<file path="config.mk">
export PLATFORM = sky130hd
export DESIGN_NAME = tcio_top
export DESIGN_NICKNAME = d
export VERILOG_FILES = /design/src/rtl/tcio_pkg.sv /design/src/rtl/tcio_sat_cnt.sv /design/src/rtl/tcio_top.sv
export SDC_FILE = /design/constraint.sdc
export NUM_CORES = 1
export LEC_CHECK = 0
export BUFFER_PORTS_ARGS = -buffer_cell sky130_fd_sc_hd__buf_2
export CAP_MARGIN = 20
export CORE_UTILIZATION = 30
export DETAILED_ROUTE_END_ITERATION = 8
export PLACE_DENSITY_LB_ADDON = 0.1
export SLEW_MARGIN = 25
export SYNTH_ARGS = -nofsm -noshare
export SYNTH_HDL_FRONTEND = slang
export SYNTH_HIERARCHICAL = 1
export SYNTH_SLANG_ARGS = --single-unit
export TNS_END_PERCENT = 100
</file>
<file path="constraint.sdc">
create_clock -name clk_i -period 8.7 [get_ports clk_i]
set_clock_uncertainty 0.2 [all_clocks]
set_input_delay 2.175 -clock clk_i [delete_from_list [all_inputs] [get_ports clk_i]]
set_output_delay 2.175 -clock clk_i [all_outputs]
set_load 0.005 [all_outputs]
</file>
<file path="src/rtl/tcio_pkg.sv">
// Shared constants for the timecode input and output register block.
package tcio_pkg;
  localparam int unsigned ADDR_W = 16;
  localparam int unsigned DATA_W = 32;
  localparam logic [15:0] OFF_IN_ENABLE = 16'h6000;
  localparam logic [15:0] OFF_IN_ERROR = 16'h600C;
  localparam logic [15:0] OFF_IN_SECONDS = 16'h6020;
  localparam logic [15:0] OFF_IN_MINUTES = 16'h6024;
  localparam logic [15:0] OFF_IN_DAYS = 16'h602C;
  localparam logic [15:0] OFF_IN_YEARS = 16'h6030;
  localparam logic [15:0] OFF_IN_CTRL_BITS = 16'h6034;
  localparam logic [15:0] OFF_IN_SBS = 16'h6038;
  localparam logic [15:0] OFF_OUT_ENABLE = 16'h6060;
  localparam logic [15:0] OFF_OUT_CONTROL = 16'h6064;
  localparam logic [15:0] OFF_OUT_ADJUST = 16'h6068;
  localparam logic [15:0] OFF_OUT_LEAP_TIME = 16'h606C;
  localparam int unsigned CNT_W = 8;
  localparam int unsigned POS_PPS_OK = 24;
  localparam int unsigned POS_AM_FRAME = 16;
  localparam int unsigned POS_DCLS_FRAME = 8;
  localparam int unsigned POS_SYNC = 0;
  localparam int unsigned SEC_W = 7;
  localparam int unsigned MIN_W = 7;
  localparam int unsigned DAY_W = 10;
  localparam int unsigned YEAR_W = 8;
  localparam int unsigned CTRL_BITS_W = 18;
  localparam int unsigned SBS_W = 17;
  localparam int unsigned ADJ_W = 12;
  localparam int unsigned POS_LEAP_YEAR = 24;
  localparam int unsigned POS_INSERT_LEAP = 16;
  localparam int unsigned POS_LEAP_YEAR_FLD = 24;
  localparam int unsigned POS_LEAP_DAY_FLD = 8;
  localparam int unsigned POS_LEAP_SEC_FLD = 0;
  localparam int unsigned LEAP_DAY_W = 9;
  localparam int unsigned LEAP_SEC_W = 6;
  localparam logic [31:0] RESET_WORD = 32'h00000000;
  localparam int unsigned CLK_PERIOD_NS = 10;
  localparam int unsigned FRAME_PERIOD_NS = 1000000000;
  localparam int unsigned FRAME_CYCLES = FRAME_PERIOD_NS / CLK_PERIOD_NS;
endpackage

</file>
<file path="src/rtl/tcio_sat_cnt.sv">
// Saturating event counter with synchronous clear.
`timescale 1ns/1ns
module tcio_sat_cnt #(
  parameter int unsigned WIDTH = 8
) (
  input wire logic clk_i,
  input wire logic rst_i,
  input wire logic ce_i,
  input wire logic clr_i,
  input wire logic inc_i,
  output logic [WIDTH-1:0] count_o
);
  localparam logic [WIDTH-1:0] MAX_VAL = '1;

  always_ff @(posedge clk_i or posedge rst_i)
  begin
    if (rst_i)
    begin
      count_o <= '0;
    end
    else if (ce_i)
    begin
      if (clr_i)
      begin
        count_o <= '0;
      end
      else if (inc_i && count_o != MAX_VAL)
      begin
        count_o <= count_o + 1'b1;
      end
    end
  end

  property p_sat_hold;
    @(posedge clk_i) disable iff (rst_i)
    (ce_i && !clr_i && count_o == MAX_VAL) |=> count_o == MAX_VAL;
  endproperty
  a_sat_hold: assert property (p_sat_hold) else $error("Counter left saturation.");
endmodule

</file>
<file path="src/rtl/tcio_top.sv">
// Timecode input decode registers and output control registers.
`timescale 1ns/1ns
module tcio_top #(
  parameter int unsigned FRAME_CYCLES = tcio_pkg::FRAME_CYCLES
) (
  input wire logic clk_i,
  input wire logic rst_i,
  input wire logic ce_i,
  input wire logic [15:0] reg_addr_i,
  input wire logic reg_wr_i,
  input wire logic reg_rd_i,
  input wire logic [31:0] reg_wdata_i,
  output logic [31:0] reg_rdata_o,
  output logic reg_ack_o,
  input wire logic pps_ok_i,
  input wire logic am_frame_err_i,
  input wire logic dcls_frame_err_i,
  input wire logic sync_err_i,
  input wire logic frame_valid_i,
  input wire logic [6:0] frame_seconds_i,
  input wire logic [6:0] frame_minutes_i,
  input wire logic [9:0] frame_days_i,
  input wire logic [7:0] frame_years_i,
  input wire logic [17:0] frame_ctrl_bits_i,
  input wire logic [16:0] frame_sbs_i,
  input wire logic [5:0] out_seconds_i,
  input wire logic [8:0] out_days_i,
  input wire logic [7:0] out_years_i,
  output logic in_enable_o,
  output logic in_reset_o,
  output logic out_enable_o,
  output logic out_reset_o,
  output logic leap_insert_o,
  output logic tx_start_o
);
  ////////////////////////////////////////////////////////////////////////////
  logic wr_in_en;
  logic wr_out_en;
  logic in_toggle;
  logic in_rise;
  logic out_toggle;
  logic [31:0] err_word;
  logic [3:0] err_events;
  logic [6:0] sec_reg;
  logic [6:0] min_reg;
  logic [9:0] day_reg;
  logic [7:0] year_reg;
  logic [17:0] cbits_reg;
  logic [16:0] sbs_reg;
  logic insert_reg;
  logic leap_year_reg;
  logic [11:0] adjust_reg;
  logic [31:0] leap_time_reg;
  logic [31:0] phase_reg;
  logic leap_match;
  logic [31:0] tx_point;

  // Leap year test on a two-digit BCD year.
  function automatic logic bcd_leap(input logic [7:0] yr);
    logic [3:0] units;
    units = yr[3:0];
    if (yr[4])
    begin
      bcd_leap = (units == 4'h2) || (units == 4'h6);
    end
    else
    begin
      bcd_leap = (units == 4'h0) || (units == 4'h4) || (units == 4'h8);
    end
  endfunction

  assign wr_in_en = reg_wr_i && reg_addr_i == tcio_pkg::OFF_IN_ENABLE;
  assign wr_out_en = reg_wr_i && reg_addr_i == tcio_pkg::OFF_OUT_ENABLE;
  assign in_toggle = ce_i && wr_in_en && reg_wdata_i[0] != in_enable_o;
  assign in_rise = in_toggle && reg_wdata_i[0];
  assign out_toggle = ce_i && wr_out_en && reg_wdata_i[0] != out_enable_o;

  ////////////////////////////////////////////////////////////////////////////
  // Input enable and reset.
  always_ff @(posedge clk_i or posedge rst_i)
  begin
    if (rst_i)
    begin
      in_enable_o <= 1'b0;
      in_reset_o <= 1'b0;
    end
    else if (ce_i)
    begin
      in_reset_o <= in_toggle;
      if (wr_in_en)
      begin
        in_enable_o <= reg_wdata_i[0];
      end
    end
  end

  always_ff @(posedge clk_i or posedge rst_i)
  begin
    if (rst_i)
    begin
      out_enable_o <= 1'b0;
      out_reset_o <= 1'b0;
    end
    else if (ce_i)
    begin
      out_reset_o <= out_toggle;
      if (wr_out_en)
      begin
        out_enable_o <= reg_wdata_i[0];
      end
    end
  end

  ////////////////////////////////////////////////////////////////////////////
  assign err_events[3] = in_enable_o && pps_ok_i;
  assign err_events[2] = in_enable_o && am_frame_err_i;
  assign err_events[1] = in_enable_o && dcls_frame_err_i;
  assign err_events[0] = in_enable_o && sync_err_i;

  for (genvar g = 0; g < 4; g++)
  begin : g_err
    tcio_sat_cnt #(
      .WIDTH(tcio_pkg::CNT_W)
    ) u_cnt (
      .clk_i(clk_i),
      .rst_i(rst_i),
      .ce_i(ce_i),
      .clr_i(in_toggle),
      .inc_i(err_events[g]),
      .count_o(err_word[g*8 +: 8])
    );
  end

  ////////////////////////////////////////////////////////////////////////////
  // Capture a whole frame at once.
  always_ff @(posedge clk_i or posedge rst_i)
  begin
    if (rst_i)
    begin
      sec_reg <= '0;
      min_reg <= '0;
      day_reg <= '0;
      year_reg <= '0;
      cbits_reg <= '0;
      sbs_reg <= '0;
    end
    else if (ce_i)
    begin
      if (in_toggle)
      begin
        sec_reg <= '0;
        min_reg <= '0;
        day_reg <= '0;
        year_reg <= '0;
        cbits_reg <= '0;
        sbs_reg <= '0;
      end
      else if (in_enable_o && frame_valid_i)
      begin
        sec_reg <= frame_seconds_i;
        min_reg <= frame_minutes_i;
        day_reg <= frame_days_i;
        year_reg <= frame_years_i;
        cbits_reg <= frame_ctrl_bits_i;
        sbs_reg <= frame_sbs_i;
      end
    end
  end

  ////////////////////////////////////////////////////////////////////////////
  assign leap_match = out_seconds_i ==
    leap_time_reg[tcio_pkg::POS_LEAP_SEC_FLD +: tcio_pkg::LEAP_SEC_W]
    && out_days_i == leap_time_reg[tcio_pkg::POS_LEAP_DAY_FLD +: tcio_pkg::LEAP_DAY_W]
    && out_years_i == leap_time_reg[tcio_pkg::POS_LEAP_YEAR_FLD +: tcio_pkg::YEAR_W];

  // Output settings: adjust, leap time and leap request.
  always_ff @(posedge clk_i or posedge rst_i)
  begin
    if (rst_i)
    begin
      adjust_reg <= '0;
      leap_time_reg <= tcio_pkg::RESET_WORD;
      insert_reg <= 1'b0;
      leap_insert_o <= 1'b0;
    end
    else if (ce_i)
    begin
      leap_insert_o <= 1'b0;
      if (out_toggle)
      begin
        adjust_reg <= '0;
        leap_time_reg <= tcio_pkg::RESET_WORD;
        insert_reg <= 1'b0;
      end
      else
      begin
        if (reg_wr_i && reg_addr_i == tcio_pkg::OFF_OUT_ADJUST)
        begin
          adjust_reg <= reg_wdata_i[tcio_pkg::ADJ_W-1:0];
        end
        if (reg_wr_i && reg_addr_i == tcio_pkg::OFF_OUT_LEAP_TIME)
        begin
          leap_time_reg <= reg_wdata_i;
        end
        if (insert_reg && out_enable_o && leap_match)
        begin
          insert_reg <= 1'b0;
          leap_insert_o <= 1'b1;
        end
        else if (reg_wr_i && reg_addr_i == tcio_pkg::OFF_OUT_CONTROL)
        begin
          insert_reg <= reg_wdata_i[tcio_pkg::POS_INSERT_LEAP];
        end
      end
    end
  end

  always_ff @(posedge clk_i or posedge rst_i)
  begin
    if (rst_i)
    begin
      leap_year_reg <= 1'b0;
    end
    else if (ce_i)
    begin
      leap_year_reg <= bcd_leap(out_years_i);
    end
  end

  ////////////////////////////////////////////////////////////////////////////
  // Launch point moves earlier by adjust.
  assign tx_point = FRAME_CYCLES - 32'd1 - {20'h00000, adjust_reg};

  always_ff @(posedge clk_i or posedge rst_i)
  begin
    if (rst_i)
    begin
      phase_reg <= '0;
      tx_start_o <= 1'b0;
    end
    else if (ce_i)
    begin
      if (out_toggle || !out_enable_o)
      begin
        phase_reg <= '0;
        tx_start_o <= 1'b0;
      end
      else
      begin
        tx_start_o <= phase_reg == tx_point;
        if (phase_reg == FRAME_CYCLES - 32'd1)
        begin
          phase_reg <= '0;
        end
        else
        begin
          phase_reg <= phase_reg + 32'd1;
        end
      end
    end
  end

  ////////////////////////////////////////////////////////////////////////////
  // Register read port.
  always_ff @(posedge clk_i or posedge rst_i)
  begin
    if (rst_i)
    begin
      reg_rdata_o <= tcio_pkg::RESET_WORD;
      reg_ack_o <= 1'b0;
    end
    else if (ce_i)
    begin
      reg_ack_o <= reg_rd_i || reg_wr_i;
      reg_rdata_o <= tcio_pkg::RESET_WORD;
      if (reg_rd_i)
      begin
        if (reg_addr_i == tcio_pkg::OFF_IN_ENABLE)
        begin
          reg_rdata_o <= {31'h00000000, in_enable_o};
        end
        else if (reg_addr_i == tcio_pkg::OFF_IN_ERROR)
        begin
          reg_rdata_o <= err_word;
        end
        else if (reg_addr_i == tcio_pkg::OFF_IN_SECONDS)
        begin
          reg_rdata_o <= {25'h0000000, sec_reg};
        end
        else if (reg_addr_i == tcio_pkg::OFF_IN_MINUTES)
        begin
          reg_rdata_o <= {25'h0000000, min_reg};
        end
        else if (reg_addr_i == tcio_pkg::OFF_IN_DAYS)
        begin
          reg_rdata_o <= {22'h000000, day_reg};
        end
        else if (reg_addr_i == tcio_pkg::OFF_IN_YEARS)
        begin
          reg_rdata_o <= {24'h000000, year_reg};
        end
        else if (reg_addr_i == tcio_pkg::OFF_IN_CTRL_BITS)
        begin
          reg_rdata_o <= {14'h0000, cbits_reg};
        end
        else if (reg_addr_i == tcio_pkg::OFF_IN_SBS)
        begin
          reg_rdata_o <= {15'h0000, sbs_reg};
        end
        else if (reg_addr_i == tcio_pkg::OFF_OUT_ENABLE)
        begin
          reg_rdata_o <= {31'h00000000, out_enable_o};
        end
        else if (reg_addr_i == tcio_pkg::OFF_OUT_CONTROL)
        begin
          reg_rdata_o[tcio_pkg::POS_LEAP_YEAR] <= leap_year_reg;
          reg_rdata_o[tcio_pkg::POS_INSERT_LEAP] <= insert_reg;
        end
        else if (reg_addr_i == tcio_pkg::OFF_OUT_ADJUST)
        begin
          reg_rdata_o <= {20'h00000, adjust_reg};
        end
        else if (reg_addr_i == tcio_pkg::OFF_OUT_LEAP_TIME)
        begin
          reg_rdata_o <= leap_time_reg;
        end
      end
    end
  end

  ////////////////////////////////////////////////////////////////////////////
  property p_pps_count;
    @(posedge clk_i) disable iff (rst_i)
    (ce_i && !in_toggle && in_enable_o && pps_ok_i && err_word[31:24] != 8'hFF)
    |=> err_word[31:24] == $past(err_word[31:24]) + 8'h01;
  endproperty
  a_pps_count: assert property (p_pps_count) else $error("PPS count missed.");

  property p_am_count;
    @(posedge clk_i) disable iff (rst_i)
    (ce_i && !in_toggle && in_enable_o && am_frame_err_i && err_word[23:16] != 8'hFF)
    |=> err_word[23:16] != $past(err_word[23:16]);
  endproperty
  a_am_count: assert property (p_am_count) else $error("AM count missed.");

  property p_clear_on_enable;
    @(posedge clk_i) disable iff (rst_i)
    in_rise |=> err_word == 32'h00000000 && in_enable_o;
  endproperty
  a_clear_on_enable: assert property (p_clear_on_enable) else $error("Counts not cleared.");

  property p_in_reset;
    @(posedge clk_i) disable iff (rst_i)
    in_toggle |=> in_reset_o && sec_reg == 7'h00 && sbs_reg == 17'h00000;
  endproperty
  a_in_reset: assert property (p_in_reset) else $error("Input side not reset.");

  property p_frame_capture;
    @(posedge clk_i) disable iff (rst_i)
    (ce_i && in_enable_o && !in_toggle && frame_valid_i)
    |=> sec_reg == $past(frame_seconds_i) && year_reg == $past(frame_years_i);
  endproperty
  a_frame_capture: assert property (p_frame_capture) else $error("Frame not captured.");

  property p_out_reset;
    @(posedge clk_i) disable iff (rst_i)
    out_toggle |=> out_reset_o && adjust_reg == 12'h000 && !insert_reg;
  endproperty
  a_out_reset: assert property (p_out_reset) else $error("Output side not reset.");

  property p_leap_insert;
    @(posedge clk_i) disable iff (rst_i)
    (ce_i && !out_toggle && insert_reg && out_enable_o && leap_match)
    |=> leap_insert_o && !insert_reg ##1 (!leap_insert_o || !$past(ce_i));
  endproperty
  a_leap_insert: assert property (p_leap_insert) else $error("Leap second not inserted.");

  property p_tx_early;
    @(posedge clk_i) disable iff (rst_i)
    (tx_start_o && $past(ce_i)) |-> $past(phase_reg) == $past(tx_point);
  endproperty
  a_tx_early: assert property (p_tx_early) else $error("Launch not advanced by adjust.");

  property p_adjust_write;
    @(posedge clk_i) disable iff (rst_i)
    (ce_i && !out_toggle && reg_wr_i && reg_addr_i == tcio_pkg::OFF_OUT_ADJUST)
    |=> adjust_reg == $past(reg_wdata_i[11:0]);
  endproperty
  a_adjust_write: assert property (p_adjust_write) else $error("Adjust not stored.");
endmodule

</file>
==> reports/metrics.yaml, run 1 <==
outcome:
  status: "finished, final reports clean"
worst_setup_path:
  critical_path_arrival_ns: 5.05
  startpoint_type: "input port"
  critPathMaxFanout: 20
  endpoint_kind: "flip-flop"
  cp-startpoint: "reg_addr_i[1]"
  r2r-start: "phase_reg[28]"
  critPathKind: "input port to flip-flop"
  cp.required_ns: 8.93
sta:
  fmax_mhz: 207.4
  finalHoldViolCount: 0
  rsz0062_at_grt: "no"
  tns_ns: 0
  finalCriticalPeriod_ns: 4.822
  final.period_utilization_pct: 55.42
  slew_headroom_pct: 32.91
  finalMaxSlewViolations: 0
  worstMarginPinSlew_ns: 1.006
  final-setup-viol-count: 0
drt:
  drt-wirelength-per-cell_um: 22.57
  drc_errors: 0
  firstDrtPassIters: 6
  viasPerCell: 5.584
  routed_wl_um: 40010
  dr_total_vias: 9900
  drtAntennaViolNets: 0
  drt_iter0_markers: 865
hold_path:
  hp-start: "phase_reg[24]"
  holdCritPathClass: "flip-flop to flip-flop"
yosys:
  async_reset_ff_share_pct: 100.0
  ys_ff_latch: 216
  synthSimpleGateAreaFrac_pct: 18.55
  synth_cell_types: 75
  synth_fa_ha_area_share_pct: 0.6662
  synthMuxAreaShare_pct: 1.754
  yosys-top-cells-count: "216 x dfrtp_1, 124 x nand2_1, 81 x a22o_1"
  yosysMostFrequentCell: "dfrtp_1"
  synth-seq-area-share_pct: 47.97
  post_synth.cell_area_avg_um2: 9.981
  synth_warnings: 6
  synth_top_family_by_area: "compound AO/OA/AOI/OAI gates"
  yosys.area.top_type: "dfrtp_1"
  synth_top_area_share_pct: 47.97
  synth_edf_count: 0
  synth_area_leaders: "dfrtp_1 48%, a22o_1 6.3%, nand2_1 4.1%"
  syn_nets: 1283
  synth_compound_area_share_pct: 23.44
  synthCells: 1129
  synth_xor_area_share_pct: 3.342
  syn_area_um2: 11270
  synthFlopType: "dfrtp_1"
die:
  coreArea_um2: 36790
  die-area_um2: 38340
  die_w_um: 195.8
  row_count: 70
  io-pin-count: 187
  initial_core_util_pct: 30.63
  dieHeight_um: 195.8
power:
  seqPwrFrac_pct: 46.0
  p_sw_uw: 515.5
  p_per_area_nw_per_um2: 162.7
  ir_drop_uv: 140.2
  clockPowerShare_pct: 48.9
  comb_power_share_pct: 5.1
  p_int_uw: 1673
  leakage_uw: 0.006225
  sw_frac_of_total_pct: 23.55
placed_design:
  dpl.hpwl_um: 29060
  gp_congestion: 0.8161
  io_buffers: 186
cts:
  post_cts_resize_count: 0
  cts_root_buf: "clkbuf_16"
  clock_path_buffers: 3
  htree_levels: 1
  clock-sinks: 216
  cts_tree: "done"
  hold_buffers: 0
  cts_setup_buffers: 0
  clkTransAtPathRegs_ns: 0.06
  cts_made_buffers: 27
  worstSkewPairLatency_ns: 0.54
layout:
  antenna_cells: 0
  layout.nets: 1442
  regArea_um2: 5405
  drive_above_1_share_pct: 21.61
  final_core_util_pct: 36.56
  n_fill_cell: 3779
  multi_input_area_um2: 5419
  syn2layout_area_growth_pct: 19.36
global_routing:
  grt_pass1_vias: 9654
  grt_overflow: 0
  gr-usage-all-layers_pct: 20.82
  grt_pass1_wl_um: 61440
  antenna_found_initial: 0
  grt_start_max_net_pins: 107
flow_run:
  maxCapViolations: 0
==> power groups by stage <==
| stage | combinational (µW) | clock, µW | sequential (µW) |
|---|---|---|---|
| final | 111 | 1070 | 1010 |
| after global routing | 123 | 1140 | 1010 |
| after CTS | 114 | 1100 | 1010 |
| after detailed placement | 114 | 0 | 1020 |
| after global placement | 113 | 0 | 1020 |
| after floorplan | 44.9 | 0 | 1020 |
==> final timing paths <==
kind | end | slack, ns | cells past startpoint
hold / removal | phase_reg[24] | 0.28 | 1
min in group asynchronous | g_err[1].u_cnt/count_o[2] | 1.51 | 2
hold reg to reg | phase_reg[24] | 0.28 | 1
setup / recovery | phase_reg[18] | 3.88 | 8
max in group asynchronous | sbs_reg[8] | 5.33 | 4
setup reg to reg | phase_reg[18] | 5.49 | 7
==> routing by layer <==
metal  global-route usage (%)  part of all wire (%)  up-vias
met5                        0                     0        -
met4                    6.134                   2.7        0
met3                    3.026                   6.4       53
met2                    29.91                    42      368
met1                    31.94                    49     4882
li1                         -                     -     4597
==> cells by family after synthesis <==
group,Yosys count
xor gates and xnor gates,43
buffers and inverters,109
adders and majority gates,6
muxes,19
and+or+nand+nor,386
DFF,216
AOI/OAI and AO/OA,350
==> final cells by class <==
type | instances | area share (%)
clock buffers | 40 | 5.684
clock inverters | 6 | 0.4093
inverters | 36 | 1.060
multi-input cells | 804 | 40.29
flip-flops and latches | 216 | 40.19
well taps | 468 | 4.353
repair buffers | 203 | 8.019
==> critical path, stage by stage <==
cell,delay (ns)
buf_2,0.12
nor3b_2,0.48
nand2_1,0.65
o311ai_4,0.66
a31oi_2,0.25
buf_4,0.36
a21o_1,0.18
a21o_1,0.17
==> cell usage in the layout, fill, tap and decap left out, types with 19 or more instances in the layout <==
master	instances
inv_1	35
a21oi_1	41
nand2_1	124
a22oi_1	28
and2_1	19
xnor2_1	26
nor3_1	31
nor2_1	42
nand4_1	19
clkbuf_16	27
o21ai_0	37
buf_2	186
o2bb2ai_1	20
dfrtp_1	216
and3_1	22
a22o_1	81
nand3_1	44
==> through the flow <==
stage	std cells	cell area, µm²	total power, µW	setup WS (ns)	hold WS (ns)
6_report	1773	13450	2189	3.878	0.2788
5_1_grt	1773	13450	2270	3.684	0.3113
4_1_cts	1773	13450	2216	3.891	0.2825
3_5_place_dp	1727	12630	1138	3.327	0.2699
3_3_place_gp	1726	12600	1138	3.346	0.2608
2_1_floorplan	1129	11270	1070	1.325	0.2491
Power figures use the tool's default switching activity.
==> inputs of run 2 (changes only) <==
==> constraint.sdc (replaced) <==
create_clock -name clk_i -period 4.73 [get_ports clk_i]
set_clock_uncertainty 0.2 [all_clocks]
set_input_delay 1.1825 -clock clk_i [delete_from_list [all_inputs] [get_ports clk_i]]
set_output_delay 1.1825 -clock clk_i [all_outputs]
set_load 0.005 [all_outputs]
==> reports/metrics.yaml, run 2 (same netlist as run 1, synthesis figures left out) <==
outcome:
  status: "finished, final reports clean"
global_routing:
  grt_start_max_net_pins: 100
  grt_pass1_wl_um: 61870
  gr-usage-all-layers_pct: 21.03
  antenna_found_initial: 4
  grt_pass1_vias: 9851
  grt_overflow: 0
layout:
  drive_above_1_share_pct: 23.13
  final_cell_count_no_fill: 1796
  layout.nets: 1460
  final_common_cell: "dfrtp_1"
  final_cell_area_um2: 13780
  syn2layout_area_growth_pct: 22.27
  layout_common_cells: "216 x dfrtp_1, 186 x buf_2, 124 x nand2_1"
die:
  dieHeight_um: 195.8
  io-pin-count: 187
  initial_core_util_pct: 30.63
  die_w_um: 195.8
  row_count: 70
  die-area_um2: 38340
  coreArea_um2: 36790
drt:
  drc_errors: 0
  routed_wl_um: 40230
  drt-wirelength-per-cell_um: 22.40
  drtAntennaViolNets: 0
  viasPerCell: 5.506
  wl_met2_um: 17790
  wl_met3_um: 2444
  firstDrtPassIters: 6
  drt_iter0_markers: 824
  wl_met1_um: 19070
  top_layer_used: "met5"
  dr_total_vias: 9889
sta:
  final.period_utilization_pct: 70.02
  fmax_mhz: 302.0
  finalHoldViolCount: 0
  rsz0062_at_grt: "no"
  final-setup-viol-count: 0
  tns_ns: 0
  finalMaxSlewViolations: 0
  slew_headroom_pct: 36.72
  finalCriticalPeriod_ns: 3.312
  worstMarginPinSlew_ns: 0.9420
worst_setup_path:
  cp-startpoint: "reg_addr_i[15]"
  path_buf_inv: 1
  r2r_cells: 7
  r2r-end: "phase_reg[18]"
  crit_cells: 7
  crit_chain: "buf_2, nor4b_4, nand2b_1, nor3_1, a22o_1, a221oi_1, o21ai_0"
  endpoint_kind: "flip-flop"
  slowest_delay_ns: 0.86
  cpLargestDelayFamily: "simple AND/OR/NAND/NOR gates"
  critPathMaxFanout: 12
  crit_path_end: "reg_rdata_o[9]"
  critPathKind: "input port to flip-flop"
  cp_slowest_cell: "nor3_1"
  cp.required_ns: 4.99
  ff2ff_setup_slack_ns: 1.84
  r2r-start: "phase_reg[0]"
  critical_path_arrival_ns: 3.57
  startpoint_type: "input port"
power:
  ir_drop_uv: 240.5
  leakage_uw: 0.006401
  p_per_area_nw_per_um2: 318.1
cts:
  cts_root_buf: "clkbuf_16"
  post_cts_resize_count: 0
  cts_setup_buffers: 0
  cts_tree: "done"
  clock_path_buffers: 3
  clock-sinks: 216
  worstSkewPairLatency_ns: 0.55
  htree_levels: 1
  cts_made_buffers: 27
  hold_buffers: 0
  clkTransAtPathRegs_ns: 0.06
placed_design:
  place_area_um2: 12770
  gp_congestion: 0.8291
  dpl.hpwl_um: 29300
  io_buffers: 186
  dp_cells: 1745
hold_path:
  holdCritPathClass: "flip-flop to flip-flop"
flow_run:
  maxCapViolations: 0
-- run 2: cell count changes in the layout (fill, tap and decap cells not counted), moves of 2 or more --
| cell | before | now |
|---|---|---|
| bufinv_16 | 1 | 7 |
| buf_4 | 16 | 32 |
| buf_12 | 0 | 3 |
| clkbuf_1 | 9 | 5 |
| clkinvlp_4 | 0 | 2 |
-- run 2: worst min path at each step --
stage | cells past startpoint | end | slack [ns] | startpoint
2_1_floorplan | 1 | phase_reg[24] | 0.25 | phase_reg[24]
3_3_place_gp | 1 | out_reset_o | 0.26 | out_reset_o
3_5_place_dp | 1 | out_reset_o | 0.27 | out_reset_o
4_1_cts | 1 | out_reset_o | 0.28 | out_reset_o
5_1_grt | 1 | phase_reg[24] | 0.29 | phase_reg[24]
6_report | 1 | out_reset_o | 0.28 | out_reset_o
-- run 2: metal layers --
layer	track usage, %	vias up
met1	30.84	4866
met4	5.035	4
met5	0	-
li1	-	4635
met2	32.15	335
met3	3.455	49
-- run 2: layout make-up --
class	instances	area (µm²)
Tap cell	468	585.6
Clock buffer	36	749.5
Antenna cell	1	2.502
Timing Repair Buffer	221	1231
Sequential cell	216	5405
Multi-Input combinational cell	804	5414
Fill cell	3717	23010
Clock inverter	14	251.5
Inverter	36	138.9
-- run 2: where the power goes --
| part | switching (µW) | leakage [µW] | internal, µW |
|---|---|---|---|
| combinational | 136 | 0.00296 | 71.9 |
| sequential | 1.81 | 0.00295 | 1850 |
| clock | 831 | 0.000491 | 1490 |
-- run 2: worst register-to-register path, stage by stage (launching register included) --
cell and delay [ns]:
dfrtp_1 0.54, ha_1 0.29, nand4_1 0.19, nor4b_1 0.62, a31oi_2 0.27, buf_4 0.31
a21o_1 0.20, a21o_1 0.17
-- run 2: stage by stage --
| stage | hold slack (ns) | setup WS [ns] | total power [µW] | utilization, % |
|---|---|---|---|---|
| floorplan | 0.2491 | 0.9830 | 1968 | - |
| global placement | 0.2601 | 0.8538 | 2099 | 34.73 |
| detailed placement | 0.2677 | 0.8806 | 2098 | 34.73 |
| CTS | 0.2813 | 1.465 | 4455 | 37.45 |
| global route | 0.2937 | 1.254 | 4534 | 37.45 |
| finish | 0.2752 | 1.418 | 4382 | 37.46 |
